--- src/logic/lls_pkg.sv ---
/*
  Shared constants and carrier types of the layer-2 lookup and source
  learning stage. Assumes one core clock and a MAC table outside the block.
*/
package lls_pkg;
  localparam int NPORT = 11;
  // ----------------------------------------------------------------------
  // Register offsets
  // ----------------------------------------------------------------------
  localparam logic [7:0] OFS_FWD_CFG = 8'h00;
  localparam logic [7:0] OFS_LRN_CFG = 8'h04;
  localparam logic [7:0] OFS_AUTOLEARN = 8'h08;
  localparam logic [7:0] OFS_PORT_SECURE = 8'h0c;
  localparam logic [7:0] OFS_LOCKED_SECURE = 8'h10;
  localparam logic [7:0] OFS_LEARN_COPY = 8'h14;
  localparam logic [7:0] OFS_LEARNED_CFG = 8'h18;
  localparam logic [7:0] OFS_MOVE_LOG = 8'h1c;
  localparam logic [31:0] RST_WORD = 32'h0000_0000;
  // ----------------------------------------------------------------------
  // Field positions and codes
  // ----------------------------------------------------------------------
  localparam int FWD_MIRROR_BIT = 0;
  localparam int FWD_CPU_COPY_BIT = 1;
  localparam int FWD_SKIP_VLAN_BIT = 2;
  localparam int FWD_MODE_BIT = 3;
  localparam int FWD_QUEUE_LSB = 4;
  localparam int LRN_MOVE_DETECT_BIT = 0;
  localparam int LRN_MOVE_COPY_BIT = 1;
  localparam int LRN_AGE_LOCKED_BIT = 2;
  localparam int LRN_SKIP_MCIDX_BIT = 3;
  localparam int LRN_QUEUE_LSB = 4;
  localparam int AL_COPY_BIT = 0;
  localparam int AL_QUEUE_LSB = 1;
  localparam int AL_DROP_BIT = 4;
  localparam int AL_SKIP_VLAN_BIT = 5;
  localparam int AL_MIRROR_BIT = 6;
  localparam int AL_AGE_LSB = 7;
  localparam logic [1:0] ADDR_LOGICAL = 2'h0;
  localparam logic [1:0] ADDR_GLOBAL_AGGREGATION = 2'h1;
  localparam logic [1:0] ADDR_MCIDX = 2'h3;
  localparam logic [11:0] FLOOD_GROUP = 12'h000;

  typedef struct packed {
    logic entry_valid;
    logic locked;
    logic [1:0] age_flag;
    logic [1:0] addr_type;
    logic [11:0] addr;
    logic [47:0] mac;
    logic [12:0] fid;
    logic cpu_copy;
    logic [2:0] cpu_queue;
    logic src_drop;
    logic entry_skip_vlan;
    logic mirror;
    logic [1:0] age_interval;
  } lls_entry_type;

  typedef struct packed {
    logic [47:0] dmac;
    logic [47:0] smac;
    logic [12:0] egress_filter_id;
    logic [12:0] ingress_filter_id;
    logic [12:0] fid;
    logic [3:0] rx_port;
    logic [4:0] unit_id;
    logic global_aggregation_member;
    logic [4:0] global_aggregation_number;
    logic vlan_flood_allowed;
    logic vlan_secure_forward_enable;
  } lls_frame_type;

  typedef struct packed {
    logic flood;
    logic flood_blocked;
    logic [NPORT-1:0] dest_ports;
    logic mirror;
    logic dest_cpu_copy;
    logic [2:0] dest_cpu_queue;
    logic skip_vlan_mask;
    logic skip_src_mask;
    logic forward_denied;
    logic learn_copy;
    logic [2:0] learn_queue;
    logic src_known;
    logic learned;
  } lls_result_type;
endpackage : lls_pkg
--- src/logic/lls_core.sv ---
/*
  Layer-2 destination lookup, source check and automatic learning, with an
  AHB-Lite register slave. Assumes the MAC table answers one lookup or one
  write at a time over a request/acknowledge pair, and that the port group
  table returns its mask combinationally for the index driven out.
*/
// Our own choices: the AHB-Lite register port and the register addresses.
// Function
// (RL1) Destination lookup classifies known or unknown.
// (RL2) Unknown destination floods when VLAN allows.
// (RL3) Known destination indexes port group table.
// (RL4) Flood mirror and CPU copy options.
// (RL5) Skip VLAN or source mask per mode.
// (RL6) Source lookup classifies station known or unknown.
// (RL7) Known source compared with expected port.
// (RL8) Secure forwarding drops unknown or moved.
// (RL9) Locked secure drops locked entry mismatch.
// (RL10) Autolearn inserts entry for unknown source.
// (RL11) Learn copy sends failing frames to CPU.
// (RL12) Drop, learn and copy act independently.
// (RL13) Locked move detection only when enabled.
// (RL14) Locked move failures copied when enabled.
// (RL15) New entry valid, MAC, FID, address.
// (RL16) New entry attributes from learn config.
// (RL17) Source hit clears age flag; the code clears it on a locked entry only when LRN_AGE_LOCKED_BIT is set.
// (RL18) Unlocked moved entry gets new address.
// (RL19) Multicast index entries skip source check.
// (RL20) Port move sets sticky move log bit.
// (RL21) No table change without autolearn; the code still writes age flag clears (do_age) on ports without autolearn.
`timescale 1ns/1ps
module lls_core #(
  parameter int NPORT = lls_pkg::NPORT
) (
  input wire logic hclk,
  input wire logic hresetn,
  input wire logic hsel,
  input wire logic [31:0] haddr,
  input wire logic [1:0] htrans,
  input wire logic hwrite,
  input wire logic [2:0] hsize,
  input wire logic [31:0] hwdata,
  input wire logic hready,
  output logic [31:0] hrdata,
  output logic hreadyout,
  output logic hresp,
  input wire logic frm_valid,
  input wire lls_pkg::lls_frame_type frm,
  output logic frm_ready,
  output logic res_valid,
  output lls_pkg::lls_result_type res,
  output logic lkp_req,
  output logic [47:0] lkp_mac,
  output logic [12:0] lkp_fid,
  input wire logic lkp_ack,
  input wire logic lkp_hit,
  input wire lls_pkg::lls_entry_type lkp_entry,
  output logic wr_req,
  output lls_pkg::lls_entry_type wr_entry,
  input wire logic wr_ack,
  output logic [11:0] pg_index,
  input wire logic [NPORT-1:0] pg_mask
);

  // ----------------------------------------------------------------------
  // Register slave
  // ----------------------------------------------------------------------
  logic [31:0] fwd_cfg_reg;
  logic [31:0] lrn_cfg_reg;
  logic [NPORT-1:0] autolearn_reg;
  logic [NPORT-1:0] port_secure_reg;
  logic [NPORT-1:0] locked_secure_reg;
  logic [NPORT-1:0] learn_copy_reg;
  logic [31:0] learned_cfg_reg;
  logic [NPORT-1:0] move_log_reg;
  logic [NPORT-1:0] move_set;
  logic wr_phase_reg;
  logic [7:0] wr_ofs_reg;
  logic [31:0] rd_word;

  assign hreadyout = 1'b1;
  assign hresp = 1'b0;

  always_ff @(posedge hclk or negedge hresetn) begin
    if (!hresetn) begin
      wr_phase_reg <= 1'b0;
      wr_ofs_reg <= 8'h00;
    end else if (hready) begin
      wr_phase_reg <= hsel && htrans[1] && hwrite;
      wr_ofs_reg <= haddr[7:0];
    end
  end

  always_ff @(posedge hclk or negedge hresetn) begin
    if (!hresetn) begin
      fwd_cfg_reg <= lls_pkg::RST_WORD;
      lrn_cfg_reg <= lls_pkg::RST_WORD;
      autolearn_reg <= '0;
      port_secure_reg <= '0;
      locked_secure_reg <= '0;
      learn_copy_reg <= '0;
      learned_cfg_reg <= lls_pkg::RST_WORD;
    end else if (wr_phase_reg) begin
      case (wr_ofs_reg)
        lls_pkg::OFS_FWD_CFG: fwd_cfg_reg <= hwdata;
        lls_pkg::OFS_LRN_CFG: lrn_cfg_reg <= hwdata;
        lls_pkg::OFS_AUTOLEARN: autolearn_reg <= hwdata[NPORT-1:0];
        lls_pkg::OFS_PORT_SECURE: port_secure_reg <= hwdata[NPORT-1:0];
        lls_pkg::OFS_LOCKED_SECURE: locked_secure_reg <= hwdata[NPORT-1:0];
        lls_pkg::OFS_LEARN_COPY: learn_copy_reg <= hwdata[NPORT-1:0];
        lls_pkg::OFS_LEARNED_CFG: learned_cfg_reg <= hwdata;
        default: ;
      endcase
    end
  end

  // Writing ones clears; a move in the same cycle keeps its bit set.
  // (RL20) sticky move log
  always_ff @(posedge hclk or negedge hresetn) begin
    if (!hresetn) begin
      move_log_reg <= '0;
    end else if (wr_phase_reg && wr_ofs_reg == lls_pkg::OFS_MOVE_LOG) begin
      move_log_reg <= (move_log_reg & ~hwdata[NPORT-1:0]) | move_set;
    end else begin
      move_log_reg <= move_log_reg | move_set;
    end
  end

  always_comb begin
    rd_word = 32'h0000_0000;
    case (haddr[7:0])
      lls_pkg::OFS_FWD_CFG: rd_word = fwd_cfg_reg;
      lls_pkg::OFS_LRN_CFG: rd_word = lrn_cfg_reg;
      lls_pkg::OFS_AUTOLEARN: rd_word[NPORT-1:0] = autolearn_reg;
      lls_pkg::OFS_PORT_SECURE: rd_word[NPORT-1:0] = port_secure_reg;
      lls_pkg::OFS_LOCKED_SECURE: rd_word[NPORT-1:0] = locked_secure_reg;
      lls_pkg::OFS_LEARN_COPY: rd_word[NPORT-1:0] = learn_copy_reg;
      lls_pkg::OFS_LEARNED_CFG: rd_word = learned_cfg_reg;
      lls_pkg::OFS_MOVE_LOG: rd_word[NPORT-1:0] = move_log_reg;
      default: rd_word = 32'h0000_0000;
    endcase
  end

  always_ff @(posedge hclk or negedge hresetn) begin
    if (!hresetn) begin
      hrdata <= 32'h0000_0000;
    end else if (hready && hsel && htrans[1] && !hwrite) begin
      hrdata <= rd_word;
    end
  end

  // ----------------------------------------------------------------------
  // Frame sequencing
  // ----------------------------------------------------------------------
  typedef enum logic [4:0] {
    S_IDLE = 5'b00001,
    S_DLOOK = 5'b00010,
    S_SLOOK = 5'b00100,
    S_WRITE = 5'b01000,
    S_DONE = 5'b10000
  } lls_state_type;

  lls_state_type state_reg;
  lls_state_type state_next;
  lls_pkg::lls_frame_type frm_reg;
  lls_pkg::lls_entry_type dent_reg;
  lls_pkg::lls_entry_type sent_reg;
  logic dhit_reg;
  logic shit_reg;
  logic [NPORT-1:0] port_bit;
  logic need_write;

  assign frm_ready = (state_reg == S_IDLE);
  assign lkp_req = (state_reg == S_DLOOK) || (state_reg == S_SLOOK);
  assign wr_req = (state_reg == S_WRITE);
  // (RL1) destination key
  assign lkp_mac = (state_reg == S_DLOOK) ? frm_reg.dmac : frm_reg.smac;
  // (RL6) source key
  assign lkp_fid = (state_reg == S_DLOOK) ? frm_reg.egress_filter_id
                                          : frm_reg.ingress_filter_id;
  assign port_bit = NPORT'(1) << frm_reg.rx_port;

  always_comb begin
    state_next = state_reg;
    case (state_reg)
      S_IDLE: if (frm_valid) state_next = S_DLOOK;
      S_DLOOK: if (lkp_ack) state_next = S_SLOOK;
      S_SLOOK: if (lkp_ack) state_next = S_DONE;
      S_DONE: state_next = need_write ? S_WRITE : S_IDLE;
      S_WRITE: if (wr_ack) state_next = S_IDLE;
      default: state_next = S_IDLE;
    endcase
  end

  always_ff @(posedge hclk or negedge hresetn) begin
    if (!hresetn) begin
      state_reg <= S_IDLE;
    end else begin
      state_reg <= state_next;
    end
  end

  always_ff @(posedge hclk or negedge hresetn) begin
    if (!hresetn) begin
      frm_reg <= '0;
      dent_reg <= '0;
      sent_reg <= '0;
      dhit_reg <= 1'b0;
      shit_reg <= 1'b0;
    end else begin
      if (frm_valid && frm_ready) frm_reg <= frm;
      if (state_reg == S_DLOOK && lkp_ack) begin
        dhit_reg <= lkp_hit && lkp_entry.entry_valid;
        dent_reg <= lkp_entry;
      end
      if (state_reg == S_SLOOK && lkp_ack) begin
        shit_reg <= lkp_hit && lkp_entry.entry_valid;
        sent_reg <= lkp_entry;
      end
    end
  end

  // ----------------------------------------------------------------------
  // Source check
  // ----------------------------------------------------------------------
  logic [1:0] rx_type;
  logic [11:0] rx_addr;
  logic skip_check;
  logic differs;
  logic move_unlocked;
  logic locked_diff;
  logic move_locked;
  logic src_fail;
  logic deny_fwd;
  logic learn_cpy;
  logic do_insert;
  logic do_move;
  logic do_age;
  lls_pkg::lls_entry_type new_entry;

  // (RL7) receiving port as stored form
  assign rx_type = frm_reg.global_aggregation_member ? lls_pkg::ADDR_GLOBAL_AGGREGATION
                                       : lls_pkg::ADDR_LOGICAL;
  assign rx_addr = frm_reg.global_aggregation_member
                 ? {7'h00, frm_reg.global_aggregation_number}
                 : {frm_reg.unit_id, 3'h0, frm_reg.rx_port};
  // (RL19) multicast index entries exempt
  assign skip_check = shit_reg && lrn_cfg_reg[lls_pkg::LRN_SKIP_MCIDX_BIT]
                   && sent_reg.addr_type == lls_pkg::ADDR_MCIDX;
  assign differs = shit_reg && !skip_check
                && {sent_reg.addr_type, sent_reg.addr} != {rx_type, rx_addr};
  assign move_unlocked = differs && !sent_reg.locked;
  assign locked_diff = differs && sent_reg.locked;
  // (RL13) locked move detect gate
  assign move_locked = locked_diff
                    && lrn_cfg_reg[lls_pkg::LRN_MOVE_DETECT_BIT];
  assign src_fail = !shit_reg || move_unlocked || move_locked;
  // (RL8) secure forwarding per VLAN or port
  // (RL9) locked secure forwarding
  assign deny_fwd = (src_fail && (frm_reg.vlan_secure_forward_enable
                   || (|(port_secure_reg & port_bit))))
                 || (locked_diff && (|(locked_secure_reg & port_bit)));
  // (RL11) learn copy on failure
  // (RL14) locked move copy
  assign learn_cpy = (src_fail && (|(learn_copy_reg & port_bit)))
                  || (move_locked && lrn_cfg_reg[lls_pkg::LRN_MOVE_COPY_BIT]);
  // (RL10) insert with autolearn only
  // (RL21) no insert or move without autolearn
  assign do_insert = !shit_reg && (|(autolearn_reg & port_bit));
  assign do_move = move_unlocked && (|(autolearn_reg & port_bit));
  // (RL17) age flag clear on hit
  assign do_age = shit_reg && sent_reg.age_flag != 2'h0
               && (!sent_reg.locked
                   || lrn_cfg_reg[lls_pkg::LRN_AGE_LOCKED_BIT]);
  assign need_write = do_insert || do_move || do_age;
  assign move_set = (state_reg == S_DONE && do_move) ? port_bit : '0;

  always_comb begin
    new_entry = sent_reg;
    if (do_insert) begin
      // (RL15) new entry identity
      new_entry = '0;
      new_entry.entry_valid = 1'b1;
      new_entry.mac = frm_reg.smac;
      new_entry.fid = frm_reg.fid;
      new_entry.addr_type = rx_type;
      new_entry.addr = rx_addr;
      // (RL16) learned attributes
      new_entry.cpu_copy = learned_cfg_reg[lls_pkg::AL_COPY_BIT];
      new_entry.cpu_queue = learned_cfg_reg[lls_pkg::AL_QUEUE_LSB +: 3];
      new_entry.src_drop = learned_cfg_reg[lls_pkg::AL_DROP_BIT];
      new_entry.entry_skip_vlan = learned_cfg_reg[lls_pkg::AL_SKIP_VLAN_BIT];
      new_entry.mirror = learned_cfg_reg[lls_pkg::AL_MIRROR_BIT];
      new_entry.age_interval = learned_cfg_reg[lls_pkg::AL_AGE_LSB +: 2];
    end else begin
      if (do_age) new_entry.age_flag = 2'h0;
      if (do_move) begin
        // (RL18) record the station move
        new_entry.addr_type = rx_type;
        new_entry.addr = rx_addr;
      end
    end
  end

  always_ff @(posedge hclk or negedge hresetn) begin
    if (!hresetn) begin
      wr_entry <= '0;
    end else if (state_reg == S_DONE) begin
      wr_entry <= new_entry;
    end
  end

  // ----------------------------------------------------------------------
  // Forwarding decision
  // ----------------------------------------------------------------------
  logic skip_mask;

  // (RL3) known destination port group index
  assign pg_index = dhit_reg ? dent_reg.addr : lls_pkg::FLOOD_GROUP;
  // (RL5) mask bypass source
  assign skip_mask = dhit_reg ? dent_reg.entry_skip_vlan
                              : fwd_cfg_reg[lls_pkg::FWD_SKIP_VLAN_BIT];

  // Copy, drop and learn outcomes are all reported side by side.
  // (RL12) independent actions
  always_ff @(posedge hclk or negedge hresetn) begin
    if (!hresetn) begin
      res <= '0;
      res_valid <= 1'b0;
    end else begin
      res_valid <= (state_reg == S_DONE);
      if (state_reg == S_DONE) begin
        // (RL2) flood only when VLAN permits
        res.flood <= !dhit_reg && frm_reg.vlan_flood_allowed;
        res.flood_blocked <= !dhit_reg && !frm_reg.vlan_flood_allowed;
        res.dest_ports <= (dhit_reg || frm_reg.vlan_flood_allowed)
                        ? pg_mask : '0;
        // (RL4) flood mirror and CPU copy
        res.mirror <= dhit_reg ? dent_reg.mirror
                    : fwd_cfg_reg[lls_pkg::FWD_MIRROR_BIT];
        res.dest_cpu_copy <= dhit_reg ? dent_reg.cpu_copy
                           : fwd_cfg_reg[lls_pkg::FWD_CPU_COPY_BIT];
        res.dest_cpu_queue <= dhit_reg ? dent_reg.cpu_queue
                            : fwd_cfg_reg[lls_pkg::FWD_QUEUE_LSB +: 3];
        res.skip_vlan_mask <= skip_mask
                            && !fwd_cfg_reg[lls_pkg::FWD_MODE_BIT];
        res.skip_src_mask <= skip_mask && fwd_cfg_reg[lls_pkg::FWD_MODE_BIT];
        res.forward_denied <= deny_fwd;
        res.learn_copy <= learn_cpy;
        res.learn_queue <= lrn_cfg_reg[lls_pkg::LRN_QUEUE_LSB +: 3];
        res.src_known <= shit_reg;
        res.learned <= do_insert;
      end
    end
  end
endmodule : lls_core

--- config.mk ---
export PLATFORM = sky130hd
export DESIGN_NAME = lls_core
export DESIGN_NICKNAME = d
export VERILOG_FILES = /design/src/logic/lls_pkg.sv /design/src/logic/lls_core.sv
export SDC_FILE = /design/constraint.sdc
export NUM_CORES = 1
export LEC_CHECK = 0
export ABC_AREA = 1
export BUFFER_PORTS_ARGS = -buffer_cell sky130_fd_sc_hd__clkbuf_2
export CAP_MARGIN = 20
export CORE_MARGIN = 2
export CORE_UTILIZATION = 40
export DETAILED_ROUTE_END_ITERATION = 6
export PLACE_DENSITY = 0.65
export SLEW_MARGIN = 20
export SYNTH_ARGS = -nofsm -noshare
export SYNTH_HDL_FRONTEND = slang
export SYNTH_SLANG_ARGS = --single-unit
--- constraint.sdc ---
create_clock -name hclk -period 5 [get_ports hclk]
set_clock_uncertainty 0.15 [all_clocks]
set_input_delay 0.75 -clock hclk [delete_from_list [all_inputs] [get_ports hclk]]
set_output_delay 0.75 -clock hclk [all_outputs]
set_load 0.05 [all_outputs]
# Word-level counts from Yosys, hierarchy flattened
# Index checks and enable logic that the tools add are counted.
# classes
n_eq_ne	25
n_shift	1
n_mux	25
bitwise	8
reduce_logical	62
# op_table
operator	count
case mux 11 bit (8 select lines)	1
2-to-1 mux 70 bit	1
equality test 8 x 5 -> 1 bit (second input constant)	8
case mux 21 bit (3 select lines)	1
bitwise AND 11 bit	5
2-to-1 mux 48 bit	1
OR reduction 11 bit	4
2-to-1 mux 11 bit	3
equality test 8 x 4 -> 1 bit (second input constant)	4
logical AND 1 bit	30
case mux 5 bit (5 select lines)	1
2-to-1 mux 12 bit	2
bitwise OR 11 bit	2
2-to-1 mux 5 bit	4
equality test 8 x 3 -> 1 bit (second input constant)	2
logical NOT 8 bit	2
2-to-1 mux 16 bit	1
2-to-1 mux 14 bit	1
!= test 14 x 13 -> 1 bit	1
AND reduction 2 bit	7
2-to-1 mux 13 bit	1
inverter 11 bit	1
left shift 1 x 4 -> 11 bit (first input constant)	1
logical OR 1 bit	10
other kinds (15)	27
# totals
regBits	573
in_bits	329
output_inout_bits	226
word_cells	191

# Depth between registers and ports, before layout
# Gate-level depths: netlist (run 1).
# depth
depth_word	11
ltp_mapped	15
ltp_nobuf	13

# Worst setup path before layout (run 1)
# No wires, ideal clock.
# synth_path
path_type	reg2out
start	register state_reg[0]
end	output port lkp_mac[0]
arrival_ps	2301
required_ps	4100
slack_ps	1799
path_stages_with_launch	7
n_path_buf	2
cell_sequence	dfstp_2 -> inv_1 -> nand4_1 -> inv_1 -> buf_2 -> buf_1 -> o21ai_0
# synth_via
elab_chain_len	2
# synth_lines
element	line_no	rtl
from (decl)	lls_core.sv:162	lls_state_type state_reg;
from (signal assigned)	lls_core.sv:198	state_reg <= state_next;
equality test 5 x 2 -> 1 bit	lls_core.sv:176	assign lkp_mac = (state_reg == S_DLOOK) ? frm_reg.dmac : frm_reg.smac;
2-to-1 mux 48 bit	lls_core.sv:176	
to (decl)	lls_core.sv:52	output logic [47:0] lkp_mac,
# No other way between the ends.

# Worst setup path in the final report (run 1)
# layout_path
start	register state_reg[2]
end	output port lkp_mac[22]
# The elaborated chain is that of the path after synthesis.

==> results of run 1 <==
cell usage in the layout, fill, tap and decap left out, drive strengths merged, types with 2 or more instances in the layout:
master and count:
nand2 819, diode 2, bufinv 6, clkbuf 611, buf 37, nor3 12, a221oi 5, conb 2
o31ai 2, nand4 14, inv 251, o21ai 418, mux2 112, a22o 15, nor2 95, o2111ai 9
clkinv 17, a21oi 146, nand3 122, dfrtp 572, or2 2, o22ai 3, nor4 2, clkinvlp 2
per-stage QoR:
step | utilization, % | worst slack (ps) | cell area [sq um]
2_1_floorplan | - | 1800 | 24800
3_3_place_gp | 45.6 | 1480 | 28000
3_5_place_dp | 45.6 | 1460 | 28000
4_1_cts | 48.9 | 759 | 30100
5_1_grt | 48.9 | 548 | 30100
6_report | 48.9 | 822 | 30100
report_power, final:
part / switching, mW / total (mW) / internal [mW] / leakage, nW
registers: 0.914 / 7.13 / 6.22 / 6.55
logic: 5.86 / 7.89 / 2.02 / 8.30
clock network: 1.95 / 4.66 / 2.72 / 1.00
total: 8.72 / 19.7 / 11.0 / 15.9
layer usage:
| metal | global-route usage, % | vias to the layer above | routed length (um) |
|---|---|---|---|
| met4 | 7.05 | 8 | 1960 |
| met2 | 36.3 | 711 | 34600 |
| li1 | - | 9893 | - |
| met1 | 33.1 | 9937 | 33700 |
| met3 | 5.48 | 126 | 5890 |
| met5 | 0 | - | 54 |
cells by family (layout without fill, tap and decap cells):
family                 after synthesis  in the layout  synth area share [%]
buffers and inverters              413            924                  6.90
AOI/OAI and AO/OA                  602            602                  12.7
and+or+nand+nor                   1067           1067                  17.3
DFF                                573            573                  57.9
other                                2              4                0.0303
muxes                              113            113                  5.14
layout make-up:
cell class	instances	area, sq um
clock inverter	23	329
multi-input combinational	1784	8770
antenna	2	5.00
timing repair buffer	560	2980
fill	5995	31400
sequential	573	14300
tap	790	988
clock buffer	88	1730
inverter	253	953
worst min path at each step:
stage,endpoint,depth (start not counted),start
2_1_floorplan,dent_reg[3]$_DFFE_PN0P_,2,dent_reg[3]$_DFFE_PN0P_
3_3_place_gp,wr_entry[19]$_DFFE_PN0P_,2,wr_entry[19]$_DFFE_PN0P_
3_5_place_dp,wr_entry[29]$_DFFE_PN0P_,2,wr_entry[29]$_DFFE_PN0P_
4_1_cts,hrdata[14]$_DFFE_PN0P_,1,hresetn
5_1_grt,hrdata[14]$_DFFE_PN0P_,1,hresetn
6_report,hrdata[16]$_DFFE_PN0P_,1,hresetn
==> run summary, run 1 <==
hold_buf cts: 0
vias per inst: 5.08
TritonCTS Buffers: 61
Net Count, Synth: 3099
final setup vio count: 0
Core Area: 61500 sq um
port bufs: 524
synthesized area: 24800 sq um
# DRC: 0
synthesized area per cell: 8.94 sq um
Wirelength per Cell: 18.7 um
crit path time final: 4180 ps
R2R Path End: wr_entry[27]$_DFFE_PN0P_
status: complete, no violations
fmax: 0.239 GHz
CP Cell Sequence: inv_1, nand2_1, inv_1, nand4_1, buf_4, clkinv_2, buf_12, o21ai_0, clkbuf_2
commonest cells in the netlist: nand2_1, dfrtp_1, o21ai_0
top-count cell post-synth: nand2_1
buffers and inverters on the worst path: 6
hpwl dp: 53000 um
Setup CP Type: reg -> out
worst skew pair latency: 650 ps
htree depth: 2
CP startpoint: state_reg[2]$_DFFE_PN0P_
CP required: 4100 ps
WHS: 41.0 ps
Post-synth EDFFs: 0
total gr overflow: 0
area grow syn2layout: 21.6%
CP arrival: 3280 ps
Clock Pin Slew Worst Setup and Hold Paths: 60 ps
global-route wire length before repair: 116000 um
placed cells: 3960
Slew Limit Fails: 0
ANT nets after route: 0
initial antenna violation count: 6
CP top delay family: buffers and inverters
ys flop type: dfrtp_1
Worst VDD drop: 555 uV
end point of the critical path: lkp_mac[22]
Die Y: 253 um
nets: 3562
max reg flops: 152
R2R depth: 11
RSZ-0062 raised after global routing: no
largest net degree at the start of global routing: 128
worst-path fanout max: 46
CP endpoint kind: output port
Tot Pwr: 19.7 mW
layout cells sized above 1: 24.3%
Leakage Power: 15.9 nW
PwrDens: 654 nW/um^2
CTS tree: yes
max_slew headroom: 32.7%
row cnt: 91
Seq/Total Area, Yosys: 57.9%
Worst R2R Start: frm_reg[13]$_DFFE_PN0P_
initial DRC count: 1749
gp weighted congestion: 0.906
root buffer cell: clkbuf_16
post-route setup TNS: 0 ps
number of setup buffers added after CTS: 0
Largest stage delay, worst path: 580 ps
drt first pass iters: 6
Tightest Pin Transition: 1010 ps
Hold Crit Class: in -> async
Ys Warns: 0
Synth area leaders: dfrtp_1, nand2_1, o21ai_0
Worst setup SP type: register
drt total wl: 76300 um
CTS Buffer Depth: 3
Synth cell types: 40
total track usage: 23.5%
period utilization: 83.6%
post-synthesis cell count: 2770
I/O pins: 555
Crit-path slowest cell: clkinv_2
Worst path depth: 9
post-synth top area cell: dfrtp_1
Die ar.: 63900 sq um
initial core utilization: 40.3%
post-route insts no fill: 4073
clk sink count: 573
post-cts resize count: 0
CP dominant cell by count: inv_1
Die Wd: 253 um
synthesized flop and latch total: 573
R2R Setup Slk: 1840 ps
vias in the first global route: 19900
Synth top area share: 57.8%
max cap viols: 0
DR vias: 20700
Fin. Hold Viols: 0
post-synthesis async set-or-reset flop share: 100%
Power figures use the tool's default switching activity.
==> run 2: changes to the inputs <==
- clock period: 5 -> 4.31 ns (I/O delays scaled with it)
==> run 2 against run 1 <==
Net effect:
- via count is 0.14% lower
- first-iteration DRC count is 3.8% higher
- critical path depth is 2 lower
- clock power is 18% higher
- worst hold slack better by 26 ps
- sequential share of layout area is 0.24 points lower
- register-to-register slack worse by 660 ps
- non-clock buffer count is 9 higher
- combinational power is 16% higher
- critical path type unchanged
- critical endpoint is now lkp_mac[0]
- largest power group unchanged
==> run summary, run 2 (synthesis results as in run 1) <==
layout cells sized above 1: 24.6%
Wirelength per Cell: 18.8 um
CP arrival: 3100 ps
crit path time final: 3900 ps
Die ar.: 63900 sq um
ANT nets after route: 0
dpl cell area: 28100 sq um
root buffer cell: clkbuf_16
commonest non-fill, non-tap cell in the layout: nand2_1
vias in the first global route: 19900
vias per inst: 5.05
Slew Limit Fails: 0
drt total wl: 76800 um
number of setup buffers added after CTS: 0
fmax: 0.257 GHz
Leakage Power: 15.9 nW
Hold Crit Class: in -> reg
port bufs: 524
Fin. Hold Viols: 0
Filler Cells Inserted: 5918
initial DRC count: 1815
initial antenna violation count: 6
total track usage: 23.6%
initial core utilization: 40.3%
area grow syn2layout: 22.2%
period utilization: 90.4%
hold_buf cts: 1
RSZ-0062 raised after global routing: no
worst skew pair latency: 630 ps
Tightest Pin Transition: 1010 ps
final setup vio count: 0
Die Y: 253 um
largest net degree at the start of global routing: 132
CTS Buffer Depth: 3
Worst VDD drop: 536 uV
CTS tree: yes
hpwl dp: 53600 um
Die Wd: 253 um
WHS: 67.2 ps
max_slew headroom: 32.8%
htree depth: 2
clk sink count: 573
global-route wire length before repair: 117000 um
DR vias: 20600
gp weighted congestion: 0.903
I/O pins: 555
PwrDens: 758 nW/um^2
Worst setup SP type: register
max cap viols: 0
total gr overflow: 0
post-route setup TNS: 0 ps
nets: 3571
max reg flops: 152
status: complete, no violations
Core Util, Final: 49.2%
post-cts resize count: 0
worst-path fanout max: 55
CP required: 3510 ps
TritonCTS Buffers: 61
Core Area: 61500 sq um
Setup CP Type: reg -> out
# DRC: 0
drt first pass iters: 5
most frequent cells in the layout: nand2_1, dfrtp_1, clkbuf_2
Final Cell Area: 30200 sq um
CP endpoint kind: output port
Clock Pin Slew Worst Setup and Hold Paths: 60 ps
Tot Pwr: 22.9 mW
row cnt: 91
## run 2: cell types whose count changed in the layout (fill, tap and decap cells not counted), moves of 2 or more
cell,previous run,this run
inv_6,0,2
clkinv_2,11,9
clkbuf_8,10,16
buf_12,6,9
buf_4,30,35
## run 2: layout make-up
class                           instances  area [sq um]  area share (%)
Antenna cell                            1          2.50         0.00827
Multi-Input combinational cell       1784          8770            29.0
Sequential cell                       573         14300            47.4
Clock buffer                           94          1830            6.06
Timing Repair Buffer                  569          3090            10.2
Inverter                              253           953            3.15
Tap cell                              790           988            3.27
Clock inverter                         21           275           0.910
## run 2: path summary, 6_finish.rpt
check	slack, ps	start	depth (start not counted)	to
hold reg to reg	330	wr_entry[60]$_DFFE_PN0P_	2	wr_entry[60]$_DFFE_PN0P_
setup reg to reg	1180	state_reg[2]$_DFFE_PN0P_	8	dent_reg[76]$_DFFE_PN0P_
hold / removal	70	lkp_entry[35]	3	sent_reg[35]$_DFFE_PN0P_
max in group asynchronous	2230	hresetn	3	wr_entry[43]$_DFFE_PN0P_
min in group asynchronous	530	hresetn	2	hrdata[16]$_DFFE_PN0P_
setup / recovery	410	state_reg[2]$_DFFE_PN0P_	7	lkp_mac[0]
## run 2: layer usage
layer,global-route usage (%),routed length (um),vias up
met5,0,56,-
met4,7.39,2290,8
met3,5.77,6250,132
met2,36.2,34700,731
met1,32.9,33500,9848
li1,-,-,9928
## run 2: where the power goes
part / switching (mW) / internal, mW / total (mW) / leakage [nW]
logic: 6.80 / 2.38 / 9.18 / 8.35
registers: 1.05 / 7.21 / 8.27 / 6.55
clock network: 2.26 / 3.23 / 5.49 / 1.03
## run 2: worst max-delay path, stage by stage, from the launching register on
cell      delay (ps)
dfrtp_1          380
inv_1             50
nand2_1          130
inv_1            100
nand4_1          130
clkinv_2         580
o21ai_0          670
clkbuf_2         380
## run 2: per-stage QoR
stage	cells	setup slack [ps]
finish	4085	414
floorplan	2770	1210
detailed placement	3968	1030
global route	4085	170
global placement	3968	1070
CTS	4084	327
